--- src/hdl/ctu_pkg.sv ---
// Constants, register map and field layout of the charge time unit
//------------------------------------------------------------------------
//------------------------------------------------------------------------
package ctu_pkg;
    localparam int          ADDR_W        = 8;
    localparam int          DATA_W        = 32;
    // Register byte addresses
    localparam logic [7:0]  ADDR_CUR      = 8'h00;
    localparam logic [7:0]  ADDR_LOW      = 8'h04;
    localparam logic [7:0]  ADDR_HIGH     = 8'h08;
    localparam logic [7:0]  ADDR_FLAG     = 8'h0C;
    localparam logic [7:0]  ADDR_IEN      = 8'h10;
    // Register index codes from the decoder
    localparam logic [2:0]  IDX_CUR       = 3'h0;
    localparam logic [2:0]  IDX_LOW       = 3'h1;
    localparam logic [2:0]  IDX_HIGH      = 3'h2;
    localparam logic [2:0]  IDX_FLAG      = 3'h3;
    localparam logic [2:0]  IDX_IEN       = 3'h4;
    localparam logic [2:0]  IDX_NONE      = 3'h7;
    // Edge control low fields
    localparam int          LOW_S1        = 0;
    localparam int          LOW_S2        = 1;
    localparam int          LOW_SEL1_LO   = 2;
    localparam int          LOW_POL1      = 4;
    localparam int          LOW_SEL2_LO   = 5;
    localparam int          LOW_POL2      = 7;
    // Unit control high fields
    localparam int          HIGH_DIS      = 1;
    localparam int          HIGH_SEQ      = 2;
    localparam int          HIGH_EDGES    = 3;
    localparam int          HIGH_DELAY    = 4;
    localparam int          HIGH_UNIT     = 7;
    // Current control fields
    localparam int          CUR_RANGE_LO  = 0;
    localparam int          CUR_TRIM_LO   = 2;
    // Flag and enable bit position
    localparam int          FLAG_BIT      = 2;
    // Source select codes
    localparam logic [1:0]  SRC_PIN1      = 2'h0;
    localparam logic [1:0]  SRC_PIN2      = 2'h1;
    localparam logic [1:0]  SRC_TIMER     = 2'h2;
    localparam logic [1:0]  SRC_COMPARE   = 2'h3;
    // Reset values
    localparam logic [7:0]  RST_CUR       = 8'h00;
    localparam logic        RST_POL       = 1'b0;
    localparam logic [1:0]  RST_SEL       = 2'h0;
    localparam logic [31:0] RST_DATA      = 32'h0000_0000;
endpackage

--- src/hdl/ctu_top.sv ---
// Charge time unit control logic with APB register slave
//
// Chosen here: the APB register port and the register offsets.
`timescale 1ns/100ps
module ctu_top
(
    input  wire logic        pclk,           // System clock, 100 MHz
    input  wire logic        presetn,        // Async reset, active low
    input  wire logic        psel,           // APB select
    input  wire logic        penable,        // APB enable
    input  wire logic        pwrite,         // APB write
    input  wire logic [7:0]  paddr,          // APB byte address
    input  wire logic [31:0] pwdata,         // APB write data
    output logic      [31:0] prdata,         // APB read data
    output logic             pready,         // APB ready
    output logic             pslverr,        // APB error, unmapped address
    input  wire logic        edge_pin_1,     // External edge input 1
    input  wire logic        edge_pin_2,     // External edge input 2
    input  wire logic        timer_evt,      // Timer edge source
    input  wire logic        compare_evt,    // Output compare edge source
    output logic             src_en,         // Current source enable
    output logic             discharge_ctl,  // Drains connected circuit
    output logic             delay_mode,     // 1 pulse delay, 0 measure
    output logic             unit_on,        // Analog unit powered
    output logic      [1:0]  range_sel,      // Current range to analog
    output logic      [5:0]  trim_val,       // Current trim to analog
    output logic             irq             // Interrupt request
);

    //--------------------------------------------------------------------
    // State
    //--------------------------------------------------------------------
    typedef struct packed {
        logic [7:0]  cur_ctl;
        logic        pol1;
        logic        pol2;
        logic [1:0]  sel1;
        logic [1:0]  sel2;
        logic        s1;
        logic        s2;
        logic        unit_en;
        logic        mode;
        logic        edges_en;
        logic        seq_en;
        logic        dis_en;
        logic        flag;
        logic        ien;
        logic        src_en;
        logic        irq;
        logic        pready;
        logic        pslverr;
        logic [31:0] prdata;
    } ctu_state_t;

    ctu_state_t st;
    ctu_state_t next_st;

    //--------------------------------------------------------------------
    // Functions
    //--------------------------------------------------------------------
    function automatic logic [2:0] reg_index(input logic [7:0] a);
        logic [2:0] idx;
        idx = ctu_pkg::IDX_NONE;
        case (a)
            ctu_pkg::ADDR_CUR:  idx = ctu_pkg::IDX_CUR;
            ctu_pkg::ADDR_LOW:  idx = ctu_pkg::IDX_LOW;
            ctu_pkg::ADDR_HIGH: idx = ctu_pkg::IDX_HIGH;
            ctu_pkg::ADDR_FLAG: idx = ctu_pkg::IDX_FLAG;
            ctu_pkg::ADDR_IEN:  idx = ctu_pkg::IDX_IEN;
            default:            idx = ctu_pkg::IDX_NONE;
        endcase
        return idx;
    endfunction

    // Level of the selected source after polarity; pol 0 is active low
    function automatic logic chan_active(
        input logic [1:0] sel,
        input logic       pol,
        input logic       p1,
        input logic       p2,
        input logic       tmr,
        input logic       cmp
    );
        logic lvl;
        lvl = 1'b0;
        case (sel)
            ctu_pkg::SRC_PIN1:    lvl = p1;
            ctu_pkg::SRC_PIN2:    lvl = p2;
            ctu_pkg::SRC_TIMER:   lvl = tmr;
            ctu_pkg::SRC_COMPARE: lvl = cmp;
            default:              lvl = p1;
        endcase
        return (lvl == pol);
    endfunction

    //--------------------------------------------------------------------
    // Decode and channel levels
    //--------------------------------------------------------------------
    logic [2:0] idx;
    logic       setup_ph;
    logic       wr_fire;
    logic       act1;
    logic       act2;
    logic       gate;
    logic [7:0] rd_byte;

    assign idx      = reg_index(paddr);
    assign setup_ph = psel && !penable;
    assign wr_fire  = psel && penable && st.pready && pwrite;
    // Level sensitive, so a config change matching the input fires too
    assign act1 = chan_active(st.sel1, st.pol1, edge_pin_1, edge_pin_2,
                              timer_evt, compare_evt);
    assign act2 = chan_active(st.sel2, st.pol2, edge_pin_1, edge_pin_2,
                              timer_evt, compare_evt);
    assign gate = st.unit_en && st.edges_en;

    always_comb
    begin
        rd_byte = 8'h00;
        case (idx)
            ctu_pkg::IDX_CUR:  rd_byte = st.cur_ctl;
            ctu_pkg::IDX_LOW:  rd_byte = {st.pol2, st.sel2, st.pol1,
                                          st.sel1, st.s2, st.s1};
            ctu_pkg::IDX_HIGH:
            begin
                rd_byte[ctu_pkg::HIGH_UNIT]  = st.unit_en;
                rd_byte[ctu_pkg::HIGH_DELAY] = st.mode;
                rd_byte[ctu_pkg::HIGH_EDGES] = st.edges_en;
                rd_byte[ctu_pkg::HIGH_SEQ]   = st.seq_en;
                rd_byte[ctu_pkg::HIGH_DIS]   = st.dis_en;
            end
            ctu_pkg::IDX_FLAG: rd_byte[ctu_pkg::FLAG_BIT] = st.flag;
            ctu_pkg::IDX_IEN:  rd_byte[ctu_pkg::FLAG_BIT] = st.ien;
            default:           rd_byte = 8'h00;
        endcase
    end

    //--------------------------------------------------------------------
    // Next state
    //--------------------------------------------------------------------
    always_comb
    begin
        next_st = st;
        // APB: answer prepared in setup, completes in first access cycle
        if (setup_ph)
        begin
            next_st.pready  = 1'b1;
            next_st.pslverr = (idx == ctu_pkg::IDX_NONE);
            next_st.prdata  = {24'h00_0000, rd_byte};
        end
        // Ready falls after one cycle even if the master lets go early,
        // so an aborted transfer cannot leave the bus stuck
        else if (st.pready)
        begin
            next_st.pready  = 1'b0;
            next_st.pslverr = 1'b0;
            next_st.prdata  = ctu_pkg::RST_DATA;
        end
        // Register writes; hardware sets below override status clears
        if (wr_fire)
        begin
            case (idx)
                ctu_pkg::IDX_CUR:  next_st.cur_ctl = pwdata[7:0];
                ctu_pkg::IDX_LOW:
                begin
                    next_st.s1   = pwdata[ctu_pkg::LOW_S1];
                    next_st.s2   = pwdata[ctu_pkg::LOW_S2];
                    next_st.sel1 = pwdata[ctu_pkg::LOW_SEL1_LO +: 2];
                    next_st.pol1 = pwdata[ctu_pkg::LOW_POL1];
                    next_st.sel2 = pwdata[ctu_pkg::LOW_SEL2_LO +: 2];
                    next_st.pol2 = pwdata[ctu_pkg::LOW_POL2];
                end
                ctu_pkg::IDX_HIGH:
                begin
                    next_st.unit_en  = pwdata[ctu_pkg::HIGH_UNIT];
                    next_st.mode     = pwdata[ctu_pkg::HIGH_DELAY];
                    next_st.edges_en = pwdata[ctu_pkg::HIGH_EDGES];
                    next_st.seq_en   = pwdata[ctu_pkg::HIGH_SEQ];
                    next_st.dis_en   = pwdata[ctu_pkg::HIGH_DIS];
                end
                ctu_pkg::IDX_FLAG: next_st.flag = pwdata[ctu_pkg::FLAG_BIT];
                ctu_pkg::IDX_IEN:  next_st.ien  = pwdata[ctu_pkg::FLAG_BIT];
                default:           next_st.flag = next_st.flag;
            endcase
        end
        // Edge detection
        if (gate && act1)
        begin
            next_st.s1 = 1'b1;
        end
        // Sequenced channel 2 waits for the edge 1 status
        if (gate && act2 && (!st.seq_en || st.s1))
        begin
            next_st.s2 = 1'b1;
        end
        next_st.src_en = next_st.unit_en
                         && (next_st.s1 ^ next_st.s2);
        // Set beats a same-cycle software clear of the flag
        if (st.src_en && !next_st.src_en)
        begin
            next_st.flag = 1'b1;
        end
        next_st.irq = next_st.flag && next_st.ien;
    end

    always_ff @(posedge pclk or negedge presetn)
    begin
        if (!presetn)
        begin
            // Constants only: reset must not depend on live state
            st          <= '0;
            st.cur_ctl  <= ctu_pkg::RST_CUR;
            st.pol1     <= ctu_pkg::RST_POL;
            st.pol2     <= ctu_pkg::RST_POL;
            st.sel1     <= ctu_pkg::RST_SEL;
            st.sel2     <= ctu_pkg::RST_SEL;
            st.prdata   <= ctu_pkg::RST_DATA;
        end
        else
        begin
            st <= next_st;
        end
    end

    //--------------------------------------------------------------------
    // Outputs
    //--------------------------------------------------------------------
    assign prdata        = st.prdata;
    assign pready        = st.pready;
    assign pslverr       = st.pslverr;
    assign src_en        = st.src_en;
    assign discharge_ctl = st.dis_en;
    assign delay_mode    = st.mode;
    assign unit_on       = st.unit_en;
    // Trim is two's complement, about two percent per step
    assign range_sel     = st.cur_ctl[ctu_pkg::CUR_RANGE_LO +: 2];
    assign trim_val      = st.cur_ctl[ctu_pkg::CUR_TRIM_LO +: 6];
    assign irq           = st.irq;
endmodule

--- config.mk ---
export PLATFORM = sky130hd
export DESIGN_NAME = ctu_top
export DESIGN_NICKNAME = d
export VERILOG_FILES = /design/src/hdl/ctu_pkg.sv /design/src/hdl/ctu_top.sv
export SDC_FILE = /design/constraint.sdc
export NUM_CORES = 1
export LEC_CHECK = 0
export ABC_AREA = 1
export BUFFER_PORTS_ARGS = -buffer_cell sky130_fd_sc_hd__buf_4
export CORE_ASPECT_RATIO = 1.1
export CORE_MARGIN = 4
export CORE_UTILIZATION = 30
export CTS_CLUSTER_DIAMETER = 100
export CTS_CLUSTER_SIZE = 16
export DETAILED_ROUTE_END_ITERATION = 6
export PLACE_DENSITY_LB_ADDON = 0.12
export SLEW_MARGIN = 20
export SYNTH_ARGS = -nofsm -noshare
export SYNTH_HDL_FRONTEND = slang
export SYNTH_SLANG_ARGS = --single-unit
--- constraint.sdc ---
create_clock -name pclk -period 3.6 [get_ports pclk]
set_input_delay 0.36 -clock pclk [delete_from_list [all_inputs] [get_ports pclk]]
set_output_delay 0.36 -clock pclk [all_outputs]
set_load 0.05 [all_outputs]
==> flow_summary.rst, run 1 <==
.. list-table::
   :header-rows: 1

   * - Metric
     - Value
   * - Status
     - completed
   * - Die X
     - between 80 and 90 um
   * - Max Clock Skew
     - between 0.007 and 0.008 ns
   * - Mapped Area
     - 2020 um^2
   * - Reg2reg path depth
     - 9
   * - Final worst slack
     - approximately 2.0 ns
   * - Clock-pin slew on the worst setup and hold paths
     - 0.07 ns
   * - Drt pass-1 iters
     - 4
   * - Peak supply drop
     - around 0.11 mV
   * - Data required time of the critical path
     - between 3 and 4 ns
   * - Number of synthesized register bits
     - 35
   * - Via count of the first global-routing pass
     - 1433
   * - Switching part of the total power
     - 0.307
   * - Number of slew-limit violations in the final report
     - 0
   * - Delay of the slowest cell on the worst path
     - around 0.38 ns
   * - Iteration-0 DRC Markers
     - 84
   * - Clock H-tree levels
     - 2
   * - Port Buf Inserts
     - between 40 and 50
   * - Final critical path time including I/O delays and setup
     - between 1.5 and 2 ns
   * - Detailed-placement wirelength estimate
     - roughly 3600 um
   * - Average vias per placed instance
     - between 4 and 5
   * - Slew @ Worst Pin
     - 0.570 ns
   * - Syn_area_per_cell
     - roughly 8.1 um^2
   * - Cell types occupying the most area after synthesis
     - sky130_fd_sc_hd__dfrtp_1, sky130_fd_sc_hd__buf_4, sky130_fd_sc_hd__nand2_1
   * - Layout Nets
     - between 300 and 400
   * - Worst setup path class
     - reg -> reg
   * - Number of CTS-inserted buffers
     - 5
   * - CP dominant cell by count
     - sky130_fd_sc_hd__nand2_1
   * - Post-Synthesis Cells
     - 250
   * - Post-synth top area cell
     - sky130_fd_sc_hd__dfrtp_1
   * - Power density cells
     - approximately 340 nW/um^2
   * - Classification of the worst-slack hold path
     - in -> async
   * - Crit-path leading delay family
     - simple AND/OR/NAND/NOR gates
   * - Grt ovf
     - 0
   * - Area of the placeable core
     - roughly 6600 um^2
   * - Total setup buffers inserted after CTS
     - 0
   * - LEAKAGE
     - about 1.2 nW
   * - Number of hold violations in the final report
     - 0
   * - Sequential cell area fraction in the yosys report
     - 0.434
   * - Final period util
     - 0.433
   * - Number of buffers inserted by hold repair at cts
     - 0
   * - Net switching power
     - 0.247 mW
   * - Slowest library cell on the worst path
     - sky130_fd_sc_hd__dfrtp_1
   * - Final wirelength
     - roughly 4500 um
   * - Gr usage total
     - 0.116
   * - Number of sinks handled by clock tree synthesis
     - 35
   * - Clk network pwr share
     - 0.352
   * - Starting Density
     - 0.308
   * - N_diodes
     - 0
   * - Max transition margin
     - 0.619
   * - Global-route wire length before repair
     - 7220 um
   * - Top cell type's share of synthesized area
     - 0.434
   * - Max-cap violations
     - 0
   * - Rows
     - 31
   * - Count of flip-flops with a built-in enable after synthesis
     - 0
   * - GP Congestion
     - about 0.74
   * - Most frequently used flop master after synthesis
     - sky130_fd_sc_hd__dfrtp_1
   * - Clock buffer depth
     - 2
   * - Power share of the sequential group
     - 0.495
   * - Critical Path Source Type
     - flop
   * - DIE HEIGHT
     - between 90 and 100 um
   * - Critical register-to-register path startpoint
     - pready
   * - Netlist cell types
     - 23
   * - Critical Path Fanout Max
     - 14
   * - Share of post-route cells with drive strength above 1
     - 0.245
   * - Data arrival at the endpoint of the critical path
     - approximately 1.7 ns
   * - Maximum number of pins on one net before global-route repair
     - 36
   * - Worst Path Buf+Inv
     - 0
   * - Cell-by-cell listing of the critical path
     - nand2_1 -> nor2_4 -> nand2_2 -> nand2_1 -> nand3_1 -> nand2_1 -> nand3_2 -> nand2_2 -> a21oi_2
   * - Max frequency
     - between 600 and 700 MHz
   * - Internal power of the cells
     - ~0.56 mW
   * - FF-to-FF End
     - irq
   * - Antenna violation net count after detailed routing
     - 0
   * - Root buffer cell
     - sky130_fd_sc_hd__clkbuf_8
   * - Num ports
     - 96
   * - Final setup violation count
     - 0
   * - Setup slack of the most critical reg-to-reg path
     - between 2 and 2.5 ns
   * - Post-Route Setup TNS
     - 0 ns
   * - Later-pin clock latency in the skew report
     - between 0.2 and 0.3 ns
   * - Final core utilization
     - 0.357
   * - Area added between synthesis and finish
     - 16.0%
   * - Worst setup slack before clock tree synthesis
     - 1.81 ns
   * - RSZ-0062 raised after global routing
     - false
   * - Quantity of gates resized following cts
     - 0
   * - Drt wl/cell
     - roughly 12 um
   * - Fraction of synthesis flops using an asynchronous set or reset pin
     - 1.00
   * - DRC errors left
     - 0
   * - Clock tree from TritonCTS
     - done
   * - Yosys warnings
     - 0
   * - Crit end category
     - flop
   * - Initial antenna violation count
     - 0
   * - Via total after detailed routing
     - 1547
   * - Die area
     - about 8100 um^2
   * - Combinational share of power
     - 0.153
[metrics by stage]
step | area (um^2) | hold WS [ns] | power (mW) | std cells
floorplan | 2100 | 0.0644 | 0.509 | 273
global placement | 2250 | 0.353 | 0.530 | 360
detailed placement | 2250 | 0.354 | 0.530 | 360
CTS | 2340 | 0.0307 | 0.820 | 368
global route | 2340 | 0.0530 | 0.842 | 368
finish | 2340 | 0.0153 | 0.805 | 368
[cell usage after synthesis (4+ instances only)]
cell                      count
sky130_fd_sc_hd__dfrtp_1     35
sky130_fd_sc_hd__o21ai_0     26
sky130_fd_sc_hd__nand2_2      4
sky130_fd_sc_hd__nand2_1     63
sky130_fd_sc_hd__nand3_2      4
sky130_fd_sc_hd__nand3_1     13
sky130_fd_sc_hd__a22o_1       5
sky130_fd_sc_hd__buf_4       40
sky130_fd_sc_hd__inv_1       29
sky130_fd_sc_hd__nor2_1       8
sky130_fd_sc_hd__nor2_4       4
sky130_fd_sc_hd__a21oi_1      4
[flip-flops by register name (all words and copies together), names as in the netlist]
signal         flops
prdata             8
irq                1
delay_mode         1
src_en             1
pslverr            1
range_sel          2
st                12
unit_on            1
trim_val           6
pready             1
discharge_ctl      1
[layout by cell type, fill, tap and decap left out, types with 5 or more instances in the layout]
master                     count
sky130_fd_sc_hd__a22o_1        5
sky130_fd_sc_hd__buf_4        47
sky130_fd_sc_hd__clkbuf_8      5
sky130_fd_sc_hd__conb_1       24
sky130_fd_sc_hd__dfrtp_1      35
sky130_fd_sc_hd__inv_1        29
sky130_fd_sc_hd__nand2_1      63
sky130_fd_sc_hd__nand3_1      13
sky130_fd_sc_hd__nor2_1        8
sky130_fd_sc_hd__o21ai_0      26
[how the worst max path moves through the flow]
stage                         from  slack [ns]  end  depth (start not counted)
after detailed placement  paddr[7]        1.81  irq                         11
after global placement    paddr[7]        1.83  irq                         11
after CTS                   pready        2.00  irq                          9
final                       pready        2.04  irq                          9
after global routing        pready        1.87  irq                         10
after floorplan             pready        1.95  irq                          9
[layer usage]
metal	vias to the layer above	global-route usage	part of all wire	wire length (um)
met5	-	0	0	0
met1	691	0.146	0.44	1990
met2	48	0.190	0.48	2150
met4	0	0.0429	0.016	74
met3	5	0.0316	0.063	283
li1	803	-	-	-
[logic make-up (layout without fill, tap and decap cells)]
group | count (synthesis) | count (layout) | share of synthesized area
other | 1 | 24 | 0.00186
DFF | 35 | 35 | 0.434
buffers and inverters | 72 | 85 | 0.208
AOI/OAI and AO/OA | 40 | 40 | 0.115
muxes | 1 | 1 | 0.00496
and+or+nand+nor | 101 | 101 | 0.235
[final cells by class]
class                           count  area [um^2]
Inverter                           30          113
Tap cell                           82          103
Multi-Input combinational cell    166          807
Sequential cell                    35          876
Clock inverter                      3         20.0
Timing Repair Buffer               47          353
Clock buffer                        5         68.8
Fill cell                         738         4220
[power groups by stage]
| stage | Clock [mW] | Combinational [mW] | Sequential [mW] |
|---|---|---|---|
| 6_report | 0.284 | 0.123 | 0.398 |
| 5_1_grt | 0.312 | 0.132 | 0.398 |
| 4_1_cts | 0.297 | 0.124 | 0.398 |
| 3_5_place_dp | 0 | 0.124 | 0.406 |
| 3_3_place_gp | 0 | 0.124 | 0.406 |
| 2_1_floorplan | 0 | 0.0959 | 0.413 |
Note: power is estimated with default switching activity, not from simulation.
==> run 2, diff against run 1 <==
ABC_AREA = 0   (was 1)
clock period = 1.63 ns   (was 3.6 ns; I/O delays follow)
==> run 2 against run 1 <==
The flow now finishes with violations (setup timing). Routed wire length up 5.5%. First-iteration DRC count down 20%. Flip-flop and latch count unchanged. Sequential power up 120%. Core utilization up 5.5 points. Setup slack worse by 2.2 ns. Count of clock-buffer cells in the layout up 1. Clock skew down 0.0023 ns. Cell count down 14%. Final area up 11%.
==> flow_summary.rst, run 2 <==
.. list-table::
   :header-rows: 1

   * - Metric
     - Value
   * - Status
     - finished with violations
   * - Cell-by-cell listing of the critical path
     - mux4_2 -> xor2_2 -> o221ai_2 -> xor2_2 -> a311oi_1
   * - Setup slack of the most critical reg-to-reg path
     - -0.14 ns
   * - Antenna violation net count after detailed routing
     - 0
   * - Delay of the slowest cell on the worst path
     - about 0.54 ns
   * - Leading cell types in the layout, fill and taps excluded
     - sky130_fd_sc_hd__buf_4, sky130_fd_sc_hd__dfrtp_1, sky130_fd_sc_hd__conb_1, sky130_fd_sc_hd__mux2_2, sky130_fd_sc_hd__nand2_1
   * - Sequential cell area fraction in the yosys report
     - 0.442
   * - Net switching power
     - roughly 0.55 mW
   * - Number of CTS-inserted buffers
     - 5
   * - Power share of the sequential group
     - 0.440
   * - Critical Path Fanout Max
     - 3
   * - Critical register-to-register path startpoint
     - st[47]
   * - LEAKAGE
     - ~1.3 nW
   * - Clk network pwr share
     - 0.397
   * - Worst setup slack before clock tree synthesis
     - -0.409 ns
   * - Combinational share of power
     - 0.164
   * - Cell types occupying the most area after synthesis
     - sky130_fd_sc_hd__dfrtp_1, sky130_fd_sc_hd__buf_4, sky130_fd_sc_hd__mux2_2
   * - DRC errors left
     - 0
   * - Classification of the worst-slack hold path
     - in -> reg
   * - CP dominant cell by count
     - sky130_fd_sc_hd__xor2_2
   * - Maximum number of pins on one net before global-route repair
     - 36
   * - Slowest library cell on the worst path
     - sky130_fd_sc_hd__mux4_2
   * - Via count of the first global-routing pass
     - between 1000 and 1500
   * - Netlist cell types
     - 42
   * - N_diodes
     - 0
   * - Max Clock Skew
     - approximately 0.0048 ns
   * - Iteration-0 DRC Markers
     - 67
   * - Reg2reg path depth
     - 5
   * - Average vias per placed instance
     - about 4.6
   * - Top cell type's share of synthesized area
     - 0.442
   * - Data arrival at the endpoint of the critical path
     - 1.93 ns
   * - Critical Path Source Type
     - flop
   * - Switching part of the total power
     - 0.273
   * - Power density cells
     - about 780 nW/um^2
   * - Root buffer cell
     - sky130_fd_sc_hd__clkbuf_8
   * - Post-route worst hold slack
     - 0.117 ns
   * - Worst setup path startpoint
     - st[47]
   * - Data required time of the critical path
     - approximately 1.8 ns
   * - Max frequency
     - 565 MHz
   * - Number of slew-limit violations in the final report
     - 0
   * - Initial antenna violation count
     - 0
   * - Instance count on the critical path
     - 5
   * - Non-filler instance count after layout
     - around 320
   * - Later-pin clock latency in the skew report
     - about 0.28 ns
   * - Die X
     - approximately 85 um
   * - Max-cap violations
     - 0
   * - Gr usage total
     - 0.123
   * - Final worst slack
     - -0.141 ns
   * - Number of synthesized register bits
     - 35
   * - Area added between synthesis and finish
     - 31.2%
   * - Syn_area_per_cell
     - 11.1 um^2
   * - Num ports
     - 96
   * - Most frequently used cell type in the post-synthesis netlist
     - sky130_fd_sc_hd__buf_4
   * - Worst setup path class
     - reg -> reg
   * - Count of flip-flops with a built-in enable after synthesis
     - 0
   * - Leading cell types by count after synthesis
     - sky130_fd_sc_hd__buf_4, sky130_fd_sc_hd__dfrtp_1, sky130_fd_sc_hd__mux2_2
   * - Starting Density
     - 0.314
   * - Most frequently used flop master after synthesis
     - sky130_fd_sc_hd__dfrtp_1
   * - Total power draw
     - approximately 2.0 mW
   * - Leading cell type in the layout, fill and taps excluded
     - sky130_fd_sc_hd__buf_4
   * - Fraction of synthesis flops using an asynchronous set or reset pin
     - 1.00
   * - Peak supply drop
     - 0.262 mV
   * - Crit end category
     - flop
   * - DIE HEIGHT
     - just over 90 um
   * - Area of the placeable core
     - 6310 um^2
   * - Rows
     - 30
   * - Port Buf Inserts
     - 47
   * - Mapped Area
     - between 1500 and 2000 um^2
   * - Layout Nets
     - ~280
   * - Drt pass-1 iters
     - 7
   * - Post-Synthesis Cells
     - approximately 180
   * - Detailed-placement wirelength estimate
     - 3650 um
   * - Die area
     - 7960 um^2
   * - Final wirelength
     - 4750 um
   * - Final period util
     - 1.09
   * - Max FFs per register
     - 12
   * - Clock tree from TritonCTS
     - done
   * - Final setup violation count
     - 3
   * - Number of instances in the placed design
     - 306
   * - Number of sinks handled by clock tree synthesis
     - 35
   * - Clock-pin slew on the worst setup and hold paths
     - ~0.07 ns
   * - Crit-path leading delay family
     - multiplexers
   * - Grt ovf
     - 0
   * - Register containing the most flip-flops in the final layout
     - st
   * - Final critical path time including I/O delays and setup
     - 1.77 ns
   * - Worst Path Buf+Inv
     - 0
   * - Yosys warnings
     - 0
   * - Global-route wire length before repair
     - approximately 7500 um
   * - Clock H-tree levels
     - 2
   * - Drt wl/cell
     - between 15 and 20 um
   * - Filler cell count in the final layout
     - between 600 and 700
   * - Destination of the critical timing path
     - irq
   * - Internal power of the cells
     - about 1.5 mW
   * - GP Congestion
     - 0.758
   * - Via total after detailed routing
     - between 1000 and 1500
   * - Number of hold violations in the final report
     - 0
   * - Share of post-route cells with drive strength above 1
     - 0.487
   * - Post-synth top area cell
     - sky130_fd_sc_hd__dfrtp_1
   * - RSZ-0062 raised after global routing
     - true
   * - FF-to-FF End
     - irq
   * - Clock buffer depth
     - 2
   * - Violated checks
     - setup timing
-- run 2: cell count changes after synthesis, moves of 4 or more --
cell	delta
sky130_fd_sc_hd__nor2_4	-4
sky130_fd_sc_hd__mux2_2	+16
sky130_fd_sc_hd__nor2_1	-5
sky130_fd_sc_hd__nand3_1	-10
sky130_fd_sc_hd__o21ai_0	-18
sky130_fd_sc_hd__inv_1	-24
sky130_fd_sc_hd__nor4_1	+4
sky130_fd_sc_hd__a222oi_1	+4
sky130_fd_sc_hd__nand3_2	-4
sky130_fd_sc_hd__a22o_1	-5
sky130_fd_sc_hd__nand2_1	-54
-- run 2: worst reg2reg max path: cells and delay by family, from the launching register on --
kind	cells	cell delay, ns
xor+xnor	2	0.39
flops	1	0.38
mux	1	0.54
compound gates	2	0.34
-- run 2: area by class of cell --
| type | instances | area [um^2] | share of cell area |
|---|---|---|---|
| Clock buffer | 6 | 82.6 | 0.0318 |
| Clock inverter | 2 | 35.0 | 0.0135 |
| Inverter | 5 | 18.8 | 0.00723 |
| Multi-Input combinational cell | 116 | 925 | 0.356 |
| Sequential cell | 35 | 877 | 0.338 |
| Tap cell | 80 | 100 | 0.0385 |
| Timing Repair Buffer | 72 | 559 | 0.215 |
-- run 2: worst min path at each step --
stage                     startpoint            to  slack (ns)  depth (start not counted)
after floorplan              presetn    delay_mode       -0.13                          0
after global placement       presetn   trim_val[3]        0.15                          1
after detailed placement     presetn   trim_val[3]        0.15                          1
after CTS                  pwdata[0]  range_sel[0]        0.10                          2
after global routing       pwdata[0]  range_sel[0]        0.11                          2
final                      pwdata[0]  range_sel[0]        0.12                          2
-- run 2: power by group through the flow --
| stage | registers, mW | logic [mW] | clock network [mW] |
|---|---|---|---|
| after floorplan | 0.921 | 0.235 | 0 |
| after global placement | 0.906 | 0.324 | 0 |
| after detailed placement | 0.906 | 0.324 | 0 |
| after CTS | 0.889 | 0.329 | 0.842 |
| after global routing | 0.891 | 0.354 | 0.869 |
| final | 0.889 | 0.331 | 0.802 |
-- run 2: repair_timing --
action / 4_1_cts / 5_1_grt
pin swaps: 1 / 2
hold buffers: 1 / 0
endpoints found under the hold margin: 35 / 0
setup buffers: 0 / 1
setup endpoints to repair: 3 / 18
gates resized for setup: 1 / 7
-- run 2: cells by family (layout without fill, tap and decap cells) --
kind of cell,after synthesis,count (layout),share of synthesized area
compound gates,27,27,0.106
xor+xnor,3,3,0.0133
buf+inv,51,85,0.178
flops,35,35,0.442
mux,22,22,0.136
other cells,1,24,0.00189
simple gates,40,40,0.123
-- run 2: metrics by stage --
stage                     area [um^2]  utilization  setup TNS (ns)
after global placement           2420        0.384           -7.52
after floorplan                  2130            -           -1.25
after CTS                        2560        0.405          -0.410
after detailed placement         2420        0.384           -7.40
after global routing             2600        0.412          -0.673
final                            2600        0.412          -0.379
-- run 2: metal layers --
metal  GRT usage  share of wire  vias up
li1            -              -      695
met1       0.155           0.44      701
met2       0.205           0.49       50
met3      0.0256          0.054        5
met4      0.0475          0.015        0
met5           0              0        -
